<file path="config.mk">
export PLATFORM = sky130hd
export DESIGN_NAME = status_event_hierarchy
export DESIGN_NICKNAME = d
export VERILOG_FILES = /design/src/status_pkg.sv /design/src/status_reg_if.sv /design/src/status_reg.sv /design/src/stb_srq.sv /design/src/status_event_hierarchy.sv
export SDC_FILE = /design/constraint.sdc
export NUM_CORES = 1
export LEC_CHECK = 0
export ABC_AREA = 1
export BUFFER_PORTS_ARGS = -buffer_cell sky130_fd_sc_hd__clkbuf_2
export CAP_MARGIN = 10
export CELL_PAD_IN_SITES_DETAIL_PLACEMENT = 1
export CELL_PAD_IN_SITES_GLOBAL_PLACEMENT = 2
export CORE_MARGIN = 1
export CORE_UTILIZATION = 30
export DETAILED_ROUTE_END_ITERATION = 8
export GPL_TIMING_DRIVEN = 0
export PLACE_DENSITY_LB_ADDON = 0.1
export SYNTH_ARGS = -nofsm -noshare
export SYNTH_HDL_FRONTEND = slang
export SYNTH_HIERARCHICAL = 1
export SYNTH_SLANG_ARGS = --single-unit
export TNS_END_PERCENT = 1
</file>
<file path="constraint.sdc">
create_clock -name clk_sys_i -period 1.5 [get_ports clk_sys_i]
set_input_delay 0.15 -clock clk_sys_i [delete_from_list [all_inputs] [get_ports clk_sys_i]]
set_output_delay 0.15 -clock clk_sys_i [all_outputs]
set_load 0.02 [all_outputs]
</file>
<file path="src/status_pkg.sv">
// constants shared by the status reporting hierarchy
package status_pkg;

   // ----------------------------------------------------------------
   // widths and register groups
   // ----------------------------------------------------------------
   localparam int          REG_W     = 16;
   localparam int          BYTE_W    = 8;
   localparam int          ADDR_W    = 5;
   localparam int          NUM_SCPI  = 3;
   localparam logic [1:0]  GRP_OPER  = 2'h0;
   localparam logic [1:0]  GRP_QUES  = 2'h1;
   localparam logic [1:0]  GRP_FREQ  = 2'h2;
   localparam logic [1:0]  GRP_IEEE  = 2'h3;

   // ----------------------------------------------------------------
   // part selectors, low three address bits
   // ----------------------------------------------------------------
   localparam logic [2:0]  PART_COND = 3'h0;
   localparam logic [2:0]  PART_RISE = 3'h1;
   localparam logic [2:0]  PART_FALL = 3'h2;
   localparam logic [2:0]  PART_EVT  = 3'h3;
   localparam logic [2:0]  PART_MASK = 3'h4;
   localparam logic [2:0]  PART_ESR  = 3'h0;
   localparam logic [2:0]  PART_ESE  = 3'h1;
   localparam logic [2:0]  PART_STB  = 3'h2;
   localparam logic [2:0]  PART_SRE  = 3'h3;

   // ----------------------------------------------------------------
   // reset values and the bit 15 keep-out mask
   // ----------------------------------------------------------------
   localparam logic [15:0] VALID_BITS = 16'h7FFF;
   localparam logic [15:0] RISE_RST   = 16'h7FFF;
   localparam logic [15:0] FALL_RST   = 16'h0000;
   localparam logic [15:0] MASK_RST   = 16'h0000;
   localparam logic [7:0]  ESE_RST    = 8'h00;
   localparam logic [7:0]  SRE_RST    = 8'h00;

   // ----------------------------------------------------------------
   // bit positions
   // ----------------------------------------------------------------
   localparam int STB_ERRQ   = 2;
   localparam int STB_QUES   = 3;
   localparam int STB_MAV    = 4;
   localparam int STB_ESB    = 5;
   localparam int STB_MSS    = 6;
   localparam int STB_OPER   = 7;
   localparam int OPER_CALIB = 0;
   localparam int QUES_FREQ  = 5;

   // response source
   typedef enum logic [1:0] {
      RSP_NONE = 2'b00,
      RSP_CMD  = 2'b01,
      RSP_POLL = 2'b10
   } rsp_src_e;

endpackage

</file>
<file path="src/status_reg_if.sv">
// link between the command decoder and one five-part status register
`timescale 1ns/100ps
interface status_reg_if #(
   parameter int W = 16
) ();
   logic [W-1:0] cond;
   logic [W-1:0] wdata;
   logic         rise_we;
   logic         fall_we;
   logic         mask_we;
   logic         evt_rd;
   logic [W-1:0] rise;
   logic [W-1:0] fall;
   logic [W-1:0] evts;
   logic [W-1:0] mask;
   logic         sum;

   modport owner (input cond, wdata, rise_we, fall_we, mask_we, evt_rd,
                  output rise, fall, evts, mask, sum);
   modport user  (output cond, wdata, rise_we, fall_we, mask_we, evt_rd,
                  input rise, fall, evts, mask, sum);
endinterface

</file>
<file path="src/status_reg.sv">
// one five-part status register: condition, edge filters, events, mask
`timescale 1ns/100ps
module status_reg #(
   parameter int W = status_pkg::REG_W
) (
   // clock and reset
   input  wire logic   clk_sys_i,
   input  wire logic   rst_b_i,
   // register link
   status_reg_if.owner sr
);
   import status_pkg::*;

   logic [W-1:0] cond_q;
   logic [W-1:0] rise_q;
   logic [W-1:0] fall_q;
   logic [W-1:0] evt_q;
   logic [W-1:0] mask_q;
   wire  [W-1:0] valid = VALID_BITS[W-1:0];
   wire  [W-1:0] cond_now = sr.cond & valid;
   wire  [W-1:0] up_edge = cond_now & ~cond_q;
   wire  [W-1:0] dn_edge = ~cond_now & cond_q;
   wire  [W-1:0] wr_val = sr.wdata & valid;

   wire  [W-1:0] latch = (up_edge & rise_q) | (dn_edge & fall_q);

   wire  [W-1:0] evt_d = (sr.evt_rd ? '0 : evt_q) | latch;

   always_ff @(posedge clk_sys_i) begin
      if (!rst_b_i) begin
         cond_q <= '0;
         rise_q <= RISE_RST[W-1:0];
         fall_q <= FALL_RST[W-1:0];
         evt_q  <= '0;
         mask_q <= MASK_RST[W-1:0];
      end else begin
         cond_q <= cond_now;
         evt_q  <= evt_d;
         if (sr.rise_we) begin
            rise_q <= wr_val;
         end
         if (sr.fall_we) begin
            fall_q <= wr_val;
         end
         if (sr.mask_we) begin
            mask_q <= wr_val;
         end
      end
   end

   assign sr.sum  = |(evt_q & mask_q);
   assign sr.rise = rise_q;
   assign sr.fall = fall_q;
   assign sr.evts = evt_q;
   assign sr.mask = mask_q;

endmodule

</file>
<file path="src/stb_srq.sv">
// status byte capture, master summary and service request edge
`timescale 1ns/100ps
module stb_srq (
   // clock and reset
   input  wire logic       clk_sys_i,
   input  wire logic       rst_b_i,
   // summaries in, mask in
   input  wire logic [7:0] stb_src_i,
   input  wire logic [7:0] sre_i,
   // status byte and request out
   output logic      [7:0] stb_o,
   output logic            srq_o
);
   import status_pkg::*;

   logic [7:0] stb_q;
   logic       srq_q;

   wire  [7:0] sre_use = sre_i & ~(8'h01 << STB_MSS);
   wire  [7:0] src = stb_src_i & ~(8'h01 << STB_MSS);

   wire        mss = |(src & sre_use);
   wire  [7:0] stb_d = src | ({7'h00, mss} << STB_MSS);

   // enabled 0 to 1 raises request
   wire        srq_d = |(src & ~stb_q & sre_use);

   // byte held as a condition, refreshed every cycle
   always_ff @(posedge clk_sys_i) begin
      if (!rst_b_i) begin
         stb_q <= 8'h00;
         srq_q <= 1'b0;
      end else begin
         stb_q <= stb_d;
         srq_q <= srq_d;
      end
   end

   assign stb_o = stb_q;
   assign srq_o = srq_q;

endmodule

</file>
<file path="src/status_event_hierarchy.sv">
// top of the status reporting hierarchy with its command port
//
// Function
// - five sixteen-bit parts, same bit meaning
// - bit 15 of every part reads zero
// - condition tracks live status, read only
// - rising edge latched when rise filter set
// - falling edge latched when fall filter set
// - edge filters freely read and written
// - events latched, read only, cleared on read
// - summary is OR of enabled events
// - mask freely read and written
// - summary feeds condition of higher register
// - summaries computed continuously, propagate upward
// - status byte gathers event, operation, questionable
// - status byte is condition, bit six summary
// - status byte read by query or poll
// - request mask per bit, bit six ignored
// - enabled status bit rising raises request
// - message available bit follows output buffer
// - standard event enable masks standard events
// - operation bit 0 is calibration status
// - controller can query all status registers
// - bit 2 error queue, bit 3 questionable
// - bit 7 operation, 4 message, 5 events
`timescale 1ns/100ps
module status_event_hierarchy #(
   parameter int W = status_pkg::REG_W
) (
   // clock and reset
   input  wire logic                          clk_sys_i,
   input  wire logic                          rst_b_i,
   // register command port
   input  wire logic                          cmd_valid_i,
   input  wire logic                          cmd_write_i,
   input  wire logic [status_pkg::ADDR_W-1:0] cmd_addr_i,
   input  wire logic [W-1:0]                  cmd_wdata_i,
   input  wire logic                          poll_i,
   output logic                               rsp_valid_o,
   output logic      [W-1:0]                  rsp_data_o,
   // status sources
   input  wire logic                          calibrating_i,
   input  wire logic [W-1:0]                  oper_cond_i,
   input  wire logic [W-1:0]                  ques_cond_i,
   input  wire logic [W-1:0]                  freq_cond_i,
   input  wire logic [status_pkg::BYTE_W-1:0] std_event_i,
   input  wire logic                          errq_nonempty_i,
   input  wire logic                          msg_avail_i,
   // status byte and service request
   output logic      [status_pkg::BYTE_W-1:0] stb_o,
   output logic                               srq_o
);
   import status_pkg::*;

   // ----------------------------------------------------------------
   // command decode
   // ----------------------------------------------------------------

   // group 3 holds the byte-wide registers; parts 5 to 7 of the
   // other groups decode to nothing, so writes there are dropped
   // address splits into a register group and a part
   wire [1:0] grp  = cmd_addr_i[ADDR_W-1:3];
   wire [2:0] part = cmd_addr_i[2:0];
   wire       rd_cmd = cmd_valid_i & ~cmd_write_i;
   wire       wr_cmd = cmd_valid_i & cmd_write_i;
   wire       ieee_hit = grp == GRP_IEEE;

   // standard event group strobes
   wire       esr_rd = rd_cmd & ieee_hit & (part == PART_ESR);
   wire       ese_we = wr_cmd & ieee_hit & (part == PART_ESE);
   wire       sre_we = wr_cmd & ieee_hit & (part == PART_SRE);

   // ----------------------------------------------------------------
   // scpi registers: operation, questionable, frequency
   // ----------------------------------------------------------------

   // each group gets its own link so its strobes stay private
   status_reg_if #(.W(W)) sr_if [NUM_SCPI] ();

   // per-group copies of each part, for the read mux
   logic [W-1:0] cond_a [NUM_SCPI];
   logic [W-1:0] rise_a [NUM_SCPI];
   logic [W-1:0] fall_a [NUM_SCPI];
   logic [W-1:0] evts_a [NUM_SCPI];
   logic [W-1:0] mask_a [NUM_SCPI];
   logic         sum_a  [NUM_SCPI];

   // condition inputs of each group
   logic [W-1:0] cond_src [NUM_SCPI];

   always_comb begin
      cond_src[0] = oper_cond_i;
      cond_src[0][OPER_CALIB] = calibrating_i;
   end

   always_comb begin
      cond_src[1] = ques_cond_i;
      cond_src[1][QUES_FREQ] = sum_a[2];
   end

   // lowest level has only hardware sources
   assign cond_src[2] = freq_cond_i;

   // one register per scpi group; the frequency group sits lowest
   // and reaches the questionable group through its summary bit
   genvar g;
   generate
      for (g = 0; g < NUM_SCPI; g = g + 1) begin : gen_scpi
         wire hit = grp == 2'(g);

         assign sr_if[g].cond    = cond_src[g];
         assign sr_if[g].wdata   = cmd_wdata_i;
         assign sr_if[g].rise_we = wr_cmd & hit & (part == PART_RISE);
         assign sr_if[g].fall_we = wr_cmd & hit & (part == PART_FALL);
         assign sr_if[g].mask_we = wr_cmd & hit & (part == PART_MASK);
         assign sr_if[g].evt_rd  = rd_cmd & hit & (part == PART_EVT);

         status_reg #(.W(W)) u_reg (
            .clk_sys_i (clk_sys_i),
            .rst_b_i   (rst_b_i),
            .sr        (sr_if[g])
         );

         assign cond_a[g] = cond_src[g] & VALID_BITS[W-1:0];
         assign rise_a[g] = sr_if[g].rise;
         assign fall_a[g] = sr_if[g].fall;
         assign evts_a[g] = sr_if[g].evts;
         assign mask_a[g] = sr_if[g].mask;
         assign sum_a[g]  = sr_if[g].sum;
      end
   endgenerate

   // ----------------------------------------------------------------
   // standard event register and its enable
   // ----------------------------------------------------------------

   logic [BYTE_W-1:0] esr_q;
   logic [BYTE_W-1:0] ese_q;
   logic [BYTE_W-1:0] sre_q;

   // fresh event survives the read clear
   // standard events clear on read too
   wire  [BYTE_W-1:0] esr_d = (esr_rd ? '0 : esr_q) | std_event_i;

   // event sources arrive as one-cycle pulses, so no edge filter here
   always_ff @(posedge clk_sys_i) begin
      if (!rst_b_i) begin
         esr_q <= '0;
      end else begin
         esr_q <= esr_d;
      end
   end

   // only the low byte of a write word is kept, upper bits dropped
   // enables and request mask reset to zero
   always_ff @(posedge clk_sys_i) begin
      if (!rst_b_i) begin
         ese_q <= ESE_RST;
         sre_q <= SRE_RST;
      end else begin
         if (ese_we) begin
            ese_q <= cmd_wdata_i[BYTE_W-1:0];
         end
         if (sre_we) begin
            sre_q <= cmd_wdata_i[BYTE_W-1:0];
         end
      end
   end

   // plain and-or, the summary holds no state of its own
   // enable masks the standard events
   wire esb = |(esr_q & ese_q);

   // ----------------------------------------------------------------
   // status byte and service request
   // ----------------------------------------------------------------

   logic [BYTE_W-1:0] stb_src;
   logic [BYTE_W-1:0] stb_w;
   logic              srq_w;

   always_comb begin
      stb_src = '0;
      stb_src[STB_ERRQ] = errq_nonempty_i;
      stb_src[STB_QUES] = sum_a[1];
      stb_src[STB_MAV]  = msg_avail_i;
      stb_src[STB_ESB]  = esb;
      stb_src[STB_OPER] = sum_a[0];
   end

   // the mask is applied inside, so bit 6 never triggers itself
   // byte built as a condition register
   stb_srq u_stb (
      .clk_sys_i (clk_sys_i),
      .rst_b_i   (rst_b_i),
      .stb_src_i (stb_src),
      .sre_i     (sre_q),
      .stb_o     (stb_w),
      .srq_o     (srq_w)
   );

   // ----------------------------------------------------------------
   // read mux and response
   // ----------------------------------------------------------------

   logic [W-1:0] scpi_rd;
   logic [W-1:0] ieee_rd;
   logic [W-1:0] rsp_d;
   rsp_src_e     src;

   // reads have no side effect except on event parts, which the
   // clear strobe empties at the same edge that captures them
   // every part is readable
   always_comb begin
      scpi_rd = '0;
      if (grp != GRP_IEEE) begin
         case (part)
            PART_COND: scpi_rd = cond_a[grp];
            PART_RISE: scpi_rd = rise_a[grp];
            PART_FALL: scpi_rd = fall_a[grp];
            PART_EVT:  scpi_rd = evts_a[grp];
            PART_MASK: scpi_rd = mask_a[grp];
            default:   scpi_rd = '0;
         endcase
      end
   end

   always_comb begin
      case (part)
         PART_ESR: ieee_rd = {{(W-BYTE_W){1'b0}}, esr_q};
         PART_ESE: ieee_rd = {{(W-BYTE_W){1'b0}}, ese_q};
         PART_STB: ieee_rd = {{(W-BYTE_W){1'b0}}, stb_w};
         PART_SRE: ieee_rd = {{(W-BYTE_W){1'b0}}, sre_q};
         default:  ieee_rd = '0;
      endcase
   end

   // limitation: the controller must retry a poll that collides
   // a read command beats a poll; a poll in the same cycle is dropped
   always_comb begin
      if (rd_cmd) begin
         src = RSP_CMD;
      end else if (poll_i) begin
         src = RSP_POLL;
      end else begin
         src = RSP_NONE;
      end
   end

   // serial poll returns the status byte
   always_comb begin
      case (src)
         RSP_CMD:  rsp_d = ieee_hit ? ieee_rd : scpi_rd;
         RSP_POLL: rsp_d = {{(W-BYTE_W){1'b0}}, stb_w};
         RSP_NONE: rsp_d = '0;
         default:  rsp_d = '0;
      endcase
   end

   // the byte is registered once more so every top output leaves a
   // flop; this costs one cycle of request latency
   // registered outputs; event data is captured before its clear lands
   logic              rsp_valid_q;
   logic [W-1:0]      rsp_data_q;
   logic [BYTE_W-1:0] stb_q;
   logic              srq_q;

   always_ff @(posedge clk_sys_i) begin
      if (!rst_b_i) begin
         rsp_valid_q <= 1'b0;
         rsp_data_q  <= '0;
         stb_q       <= '0;
         srq_q       <= 1'b0;
      end else begin
         rsp_valid_q <= src != RSP_NONE;
         rsp_data_q  <= rsp_d;
         stb_q       <= stb_w;
         srq_q       <= srq_w;
      end
   end

   assign rsp_valid_o = rsp_valid_q;
   assign rsp_data_o  = rsp_data_q;
   assign stb_o       = stb_q;
   assign srq_o       = srq_q;

endmodule

</file>
# After elaboration in Yosys (flattened, before gate mapping)
# Cells that the tools add are included.
# totals
register_bits	290
output_inout_bits	26
elab_cells	134
# op_classes
n_lt_le_gt_ge	1
n_eq_ne	10
muxes	26
bitwise	61
reduce_logical	9
# ops
cell	count
16-bit two-way mux	15
16-bit binary-select mux with 2-bit select	5
16-bit by 15-bit bitwise AND with 16-bit output	9
16-bit bitwise OR	6
16-bit case mux with 5 select lines	1
15-bit by 16-bit bitwise AND with 16-bit output	3
16-bit bitwise AND	3
15-bit inverter with 16-bit output	3
16-bit inverter	3
16-bit OR reduction	3
8-bit bitwise AND	4
16-bit case mux with 2 select lines	1
8-bit case mux with 4 select lines	1
1-bit bitwise AND	25
8-bit OR reduction	3
8-bit two-way mux	1
8-bit inverter	1
8-bit by 7-bit bitwise OR with 8-bit output	1
8-bit bitwise OR	1
2-bit == test, second input constant	3
3-bit by 2-bit == test with 1-bit output, second input constant	2
2-bit by 1-bit == test with 1-bit output, second input constant	2
2-bit two-way mux	2
3-bit by 1-bit == test with 1-bit output, second input constant	1
8 further kinds	8

# Depth between registers and ports, before layout
# Gate-level depths: netlist of run 1.
# depth
depth_word	9
ltp_mapped	14
ltp_nobuf	14

# By module
# The synthesis of run 1 kept the hierarchy.
# modules_own_cells
module	instances	cells_each	area_per_inst_um2
status_reg	3	419	2967.8
status_event_hierarchy	1	796	4166.5
stb_srq	1	54	379.1

# Worst setup path before layout of run 1
# OpenSTA, ideal clock, no wires.
# synth_timing
path_type	input to register
from	in cmd_addr_i[4] in the netlist's numbering
to	reg gen_scpi[2].u_reg.mask_q[10]
t_arrival_ns	1.526
t_required_ns	1.384
setup_slack_ns	-0.142
cell_stages	11
n_path_buf	4
path_cell_list	buf_4 inv_2 nor2_2 buf_4 buf_4 nand2_1 nor2_1 inv_2 buf_6 nor2_1 nor2_1
# synth_via
elab_chain_cells	3
# synth_rtl
item	line_no	text
from (decl)	status_event_hierarchy.sv:36	input wire logic [status_pkg::ADDR_W-1:0] cmd_addr_i,
2-bit == test	status_event_hierarchy.sv:109	wire hit = grp == 2'(g);
1-bit bitwise AND (2 in series)	status_event_hierarchy.sv:115	assign sr_if[g].mask_we = wr_cmd & hit & (part == PART_MASK);
via sr_if[2].mask_we	status_reg_if.sv:10	logic mask_we;
to (signal assigned)	status_reg.sv:35	mask_q <= MASK_RST[W-1:0];
to (signal assigned)	status_reg.sv:46	mask_q <= wr_val;
to (decl)	status_reg.sv:18	logic [W-1:0] mask_q;
# The timed path passes the listed nets, and every way through them passes these cells.
# A chain may end at the register's enable or synchronous reset.

# Worst setup path after layout of run 1
# layout_timing
from	reg gen_scpi[0].u_reg.evt_q[11]
to	reg u_stb.srq_q, in the netlist u_stb/srq_o
# layout_via
elab_chain_cells	5
# layout_rtl
item	line_no	text
from (decl)	status_reg.sv:17	logic [W-1:0] evt_q;
from (signal assigned)	status_reg.sv:38	evt_q <= evt_d;
16-bit by 15-bit bitwise AND with 16-bit output	status_reg.sv:51	assign sr.sum = |(evt_q & mask_q);
16-bit OR reduction	status_reg.sv:51	
via sr_if[0].sum	status_reg_if.sv:16	logic sum;
8-bit bitwise AND (2 in series)	stb_srq.sv:26	wire srq_d = |(src & ~stb_q & sre_use);
8-bit OR reduction	stb_srq.sv:26	
to (signal assigned)	stb_srq.sv:35	srq_q <= srq_d;
to (decl)	stb_srq.sv:17	logic srq_q;
# The timed path passes the listed nets, and every way through them passes these cells.

==> results of run 1 <==
[placed cells by master, fill, tap and decap left out, types with 3 or more instances in the layout]
cell and instances:
clkbuf_16 37, nor2_2 5, nand2_1 718, conb_1 17, clkbuf_1 18, buf_6 14, o21ai_1 30, nand3_2 3
buf_4 55, nand3_1 258, clkinv_2 4, a21oi_1 33, clkbuf_8 6, dfxtp_2 16, clkbuf_4 4, o21ai_0 85
clkbuf_2 105, nor2_1 292, nand2_2 14, dlygate4sd3_1 59, a22o_1 8, dfxtp_1 265, inv_2 17, nor2_4 11
dfxtp_4 3, inv_1 227, buf_2 28
[final cells by class]
class | count | area, sq um | area share (%)
Clock buffer | 54 | 1050 | 6.245
Multi-Input combinational cell | 1486 | 6361 | 37.84
Sequential cell | 284 | 5717 | 34.01
Timing Repair Buffer | 172 | 1184 | 7.041
Inverter | 248 | 939.7 | 5.590
Tap cell | 592 | 740.7 | 4.406
Buffer | 101 | 719.4 | 4.280
Clock inverter | 9 | 98.84 | 0.5880
[registers in the layout (all words and copies together) (netlist names), 16 cells and up]
signal / count
gen_scpi.u_reg/sr.fall: 45
gen_scpi.u_reg/sr.evts: 45
gen_scpi.u_reg/cond_q: 45
gen_scpi.u_reg/sr.mask: 45
rsp_data_o: 16
gen_scpi.u_reg/sr.rise: 45
[worst reg2reg max path: stages (launching register included)]
cell and delay, ns:
dfxtp_1 0.46, nand2_1 0.13, nand3_1 0.12, nor2_1 0.06, nand2_2 0.11, nand3_1 0.11, nand2_1 0.08, nor2_1 0.05
a21oi_2 0.24
[per-stage QoR]
step	hold WS, ns	utilization, %
3_5_place_dp	0.3693	33.42
3_3_place_gp	0.3592	33.42
5_1_grt	0.05819	38.01
4_1_cts	0.01802	37.59
2_1_floorplan	0.2435	-
6_report	0.04593	38.01
[what timing repair did]
item / CTS / global route
gates resized for setup: 27 / 55
endpoints found under the hold margin: 152 / 0
hold buffers: 59 / 0
setup buffers: 1 / 10
pin swaps: 3 / 14
endpoints found under the setup margin: 147 / 129
[kinds of logic after synthesis]
kind of cell,Yosys count,synth area share [%]
AO/OA/AOI/OAI,161,6.336
flip-flops,284,42.27
other,4,0.1116
AND/OR/NAND/NOR,1308,39.23
buffers and inverters,350,12.05
[how the worst max path moves through the flow]
stage / start / end / slack [ns] / cells after the start
2_1_floorplan: cmd_addr_i[4] / gen_scpi[2].u_reg/sr.rise[13] / -0.04 / 12
3_3_place_gp: cmd_addr_i[2] / gen_scpi[0].u_reg/sr.evts[13] / -1.23 / 14
3_5_place_dp: cmd_addr_i[2] / gen_scpi[0].u_reg/sr.evts[11] / -1.22 / 14
4_1_cts: cmd_addr_i[1] / rsp_data_o[2] / -0.07 / 9
5_1_grt: gen_scpi[2].u_reg/sr.evts[10] / rsp_data_o[5] / -0.09 / 14
6_report: gen_scpi[0].u_reg/sr.evts[11] / u_stb/srq_o / 0.02 / 8
[layer usage]
metal,vias to the layer above,global-route usage (%)
li1,6916,-
met1,6675,41.24
met2,265,38.79
met3,56,2.871
met4,0,6.330
met5,-,0
[power by group]
part / switching [uW] / internal, uW / total [uW]
registers: 214 / 7790 / 8000
clock network: 3570 / 5030 / 8600
logic: 1180 / 626 / 1810
==> flow_summary.toml, run 1 <==
[detailed_routing]
antenna_left = 0
wl_met1_microns = 31550
drt_pass1_iterations = 4
vias = 13910
drc_errors = 0
wire_per_inst_microns = 20.32
top_layer = "met4"
drt-total-wl_microns = 59860
vias_per_cell = 4.722
wl_met3_microns = 2650
wl_met2_microns = 24630
drtIter0Drc = 905

[synth]
yosysMostFrequentCell = "nand2_1"
ys_seq_area_share_pct = 42.27
avgSynthCellArea_sq_um = 6.383
synthCells = 2107
yosysUniqueCellTypes = 27
synth_async_sr_flop_share_pct = 0
synthFlopType = "dfxtp_1"
synth_top_area_share_pct = 42.27
synth_seq_cells = 284
yosysTopAreaCell = "dfxtp_1"
synth_edf_count = 0
ys_top_cells_by_count = "732 x nand2_1, 301 x nor2_1, 284 x dfxtp_1, 262 x nand3_1, 232 x inv_1"
synthTopCellsByArea = "dfxtp_1 42%, nand2_1 20%, nand3_1 9.7%, nor2_1 8.4%, inv_1 6.5%"
yosysWarnings = 6
synth_area_sq_um = 13450

[worst_setup_path]
crit_chain = "nand2_1, nand3_1, nor2_1, nand2_2, nand3_1, nand2_1, nor2_1, a21oi_2"
reg2reg_slack_ns = 0.02
rr_endpoint = "u_stb/srq_o"
criticalPathCategory = "flop to flop"
r2r_start = "gen_scpi[0].u_reg/sr.evts[11]"
critPathRequiredTime_ns = 1.95
crit_path_end_kind = "flop"
reg2reg_depth = 8
slowest_delay_ns = 0.46
critPathTopFamily = "simple AND/OR/NAND/NOR gates"
arrival_ns = 1.93
critPathBufInv = 0
cp_slowest_cell = "dfxtp_1"
start_kind = "flop"
cp_max_fo = 3

[cells_and_area]
final_nets = 2415
n_fill_cell = 5670
stdcell_area_sq_um = 16810
layout-drive-gt1-share_pct = 14.44
antennaDiodeCount = 0
finalNonFillerCells = 2946
area_growth_pct = 24.99

[place]
place.gp.congestion = 0.8671
port-buffer-count = 102
place_hpwl_microns = 47310
place_inst = 2814
placed_cell_area_sq_um = 14780
dp_slack_ns = -1.218

[clocking]
cts_sinks = 284
cts-root-buf = "clkbuf_16"
cts-htree-levels = 2
cts_buffers = 37
cts_tree = "built"
clk_pin_slew_ns = 0.06
clockBufferDepth = 3
insertion_delay_ns = 0.56

[global_route]
grt.overflow.total = 0
antenna_found_initial = 0
grt_usage_pct = 26.63
grt_first_pass_wirelength_microns = 87550
grt_pass1_vias = 13590
grt_max_degree = 20

[timing]
min_period_over_period_pct = 98.72
fin_skew_ns = 0.01719
worstMarginPinSlew_ns = 0.7656
rsz0062_at_grt = "yes"
layout_setup_ws_ns = 0.01914
drv_slew = 0
fmax_mhz = 675.3
period_needed_ns = 1.481
setup_viol_count_final = 0
maxSlewHeadroom_pct = 48.96
finalSetupTns_ns = 0
finalHoldViolCount = 0

[floorplan]
die_x_microns = 213.7
core-area_sq_um = 44220
ios = 111
die-height_microns = 213.7
dieArea_sq_um = 45680
start_util_pct = 30.41
rows = 77

[hold_path]
hold_end = "gen_scpi[0].u_reg/sr.rise[14]"
min_path_cells = 3
min_path_type = "primary input to flop"
hp-start = "cmd_wdata_i[14]"

[pwr]
totalPowerFinal_uw = 18410
p_leak_uw = 0.008747
power.density_nw_per_um2 = 1095
ir_drop_mv = 0.6802

[run]
cap_violations = 0

[outcome]
run_status = "completed"
No activity file was read; power rests on OpenSTA's default activity.
==> run 2, diff against run 1 <==
PLACE_DENSITY_LB_ADDON = 0.15   (was 0.1)
==> flow_summary.toml, run 2 (same netlist as run 1, synthesis figures left out) <==
[outcome]
run_status = "completed"

[global_route]
grt.overflow.total = 0
grt_usage_pct = 27.09
antenna_found_initial = 2
grt_first_pass_wirelength_microns = 89130
grt_pass1_vias = 13870
grt_max_degree = 20

[worst_setup_path]
crit_chain = "nand2_2, nand2_2, inv_2, nand2_2, nor2_1, nand2_2, nand2_2, nand3_2, nand2_1, nand2_1, inv_2, nand3_4, nand2_2, nand2_1"
slowest_delay_ns = 0.36
crit_path_end_kind = "flop"
crit_start = "gen_scpi[2].u_reg/sr.evts[1]"
cp_max_fo = 3
critPathRequiredTime_ns = 1.95
start_kind = "flop"
cp_slowest_cell = "dfxtp_4"
cp_common_cell = "nand2_2"
arrival_ns = 1.94
criticalPathCategory = "flop to flop"
r2r_start = "gen_scpi[2].u_reg/sr.evts[1]"

[clocking]
cts_buffers = 38
cts-htree-levels = 2
cts_tree = "built"
cts_sinks = 284
clockBufferDepth = 3
insertion_delay_ns = 0.55
cts-root-buf = "clkbuf_16"
clk_pin_slew_ns = 0.06

[detailed_routing]
vias_per_cell = 4.768
drt-total-wl_microns = 60620
wire_per_inst_microns = 20.52
drtIter0Drc = 999
vias = 14090
drc_errors = 0
antenna_left = 0
drt_pass1_iterations = 5

[pwr]
ir_drop_mv = 0.7275
seqPwrFrac_pct = 41.9
power.density_nw_per_um2 = 1125
internal_power_uw = 14080
p_switching_uw = 5024
p_leak_uw = 0.008811
combPwrFrac_pct = 9.6
p_sw_share_pct = 26.30
clockPowerShare_pct = 48.5

[run]
cap_violations = 0

[cells_and_area]
area_growth_pct = 26.26
finalNonFillerCells = 2954
layout-drive-gt1-share_pct = 14.53
regArea_sq_um = 5713
final_nets = 2420
n_fill_cell = 5655
layout_common_cells = "713 x nand2_1, 292 x nor2_1, 270 x dfxtp_1"
multi_input_area_sq_um = 6371
final_common_cell = "nand2_1"
stdcell_area_sq_um = 16980

[timing]
finalHoldViolCount = 0
finalSetupTns_ns = 0
maxSlewHeadroom_pct = 47.48
hold_slack_ns = 0.03861
fmax_mhz = 670.4
worstMarginPinSlew_ns = 0.7878
fin_skew_ns = 0.02318
setup_viol_count_final = 0
min_period_over_period_pct = 99.45
rsz0062_at_grt = "yes"
period_needed_ns = 1.492
drv_slew = 0

[floorplan]
die-height_microns = 213.7
core-area_sq_um = 44220
rows = 77
die_x_microns = 213.7
dieArea_sq_um = 45680
start_util_pct = 30.41
ios = 111

[place]
place_hpwl_microns = 47180
placed_cell_area_sq_um = 14780
place.gp.congestion = 0.9006
place_inst = 2814
port-buffer-count = 102

[hold_path]
min_path_type = "primary input to flop"
hp-start = "rst_b_i"
[run 2: repair_timing]
| item | CTS | global route |
|---|---|---|
| hold buffers | 69 | 0 |
| hold endpoints to repair | 148 | 0 |
| setup buffers | 3 | 2 |
| resized for setup | 34 | 48 |
| pin swaps | 7 | 15 |
| setup endpoints to repair | 149 | 125 |
[run 2: cell type report]
cell class	instances	area share (%)
clock buffers	54	6.550
diodes	1	0.01474
inverters	248	5.504
clock inverters	12	0.8473
flip-flops and latches	284	33.64
well taps	592	4.362
repair buffers	176	7.294
multi-input cells	1486	37.52
plain buffers	101	4.266
[run 2: worst max-delay path: cells and delay by family (launching register included)]
family	cells	cell delay, ns
and+or+nand+nor	12	0.90
DFF	1	0.36
buffers and inverters	2	0.12
[run 2: metal layers]
metal | GRT usage [%] | up-vias | part of all wire (%)
li1 | - | 6937 | -
met1 | 39.34 | 6761 | 50
met2 | 40.58 | 319 | 42
met3 | 5.551 | 68 | 5.9
met4 | 6.626 | 0 | 2.0
met5 | 0 | - | 0
[run 2: final timing paths]
path                                        to  slack, ns  depth (start not counted)
setup / recovery                 rsp_data_o[5]      0.008                         14
hold / removal    gen_scpi[2].u_reg/sr.evts[0]       0.04                          4
setup reg to reg                 rsp_data_o[5]      0.008                         14
hold reg to reg                          srq_o       0.42                          2
[run 2: power by group through the flow]
stage | clock network, uW | logic (uW) | registers (uW)
6_report | 9270 | 1830 | 8000
5_1_grt | 9820 | 2020 | 8020
4_1_cts | 9500 | 1810 | 7990
3_5_place_dp | 0 | 1630 | 8150
3_3_place_gp | 0 | 1600 | 8140
2_1_floorplan | 0 | 901 | 8070
[run 2: metrics by stage]
step	worst slack, ns	power, uW	utilization (%)
after floorplan	-0.04033	8974	-
after global placement	-1.164	9739	33.42
after detailed placement	-1.214	9777	33.42
after CTS	-0.01379	19290	38.12
after global routing	-0.1504	19860	38.40
final	0.008289	19110	38.40
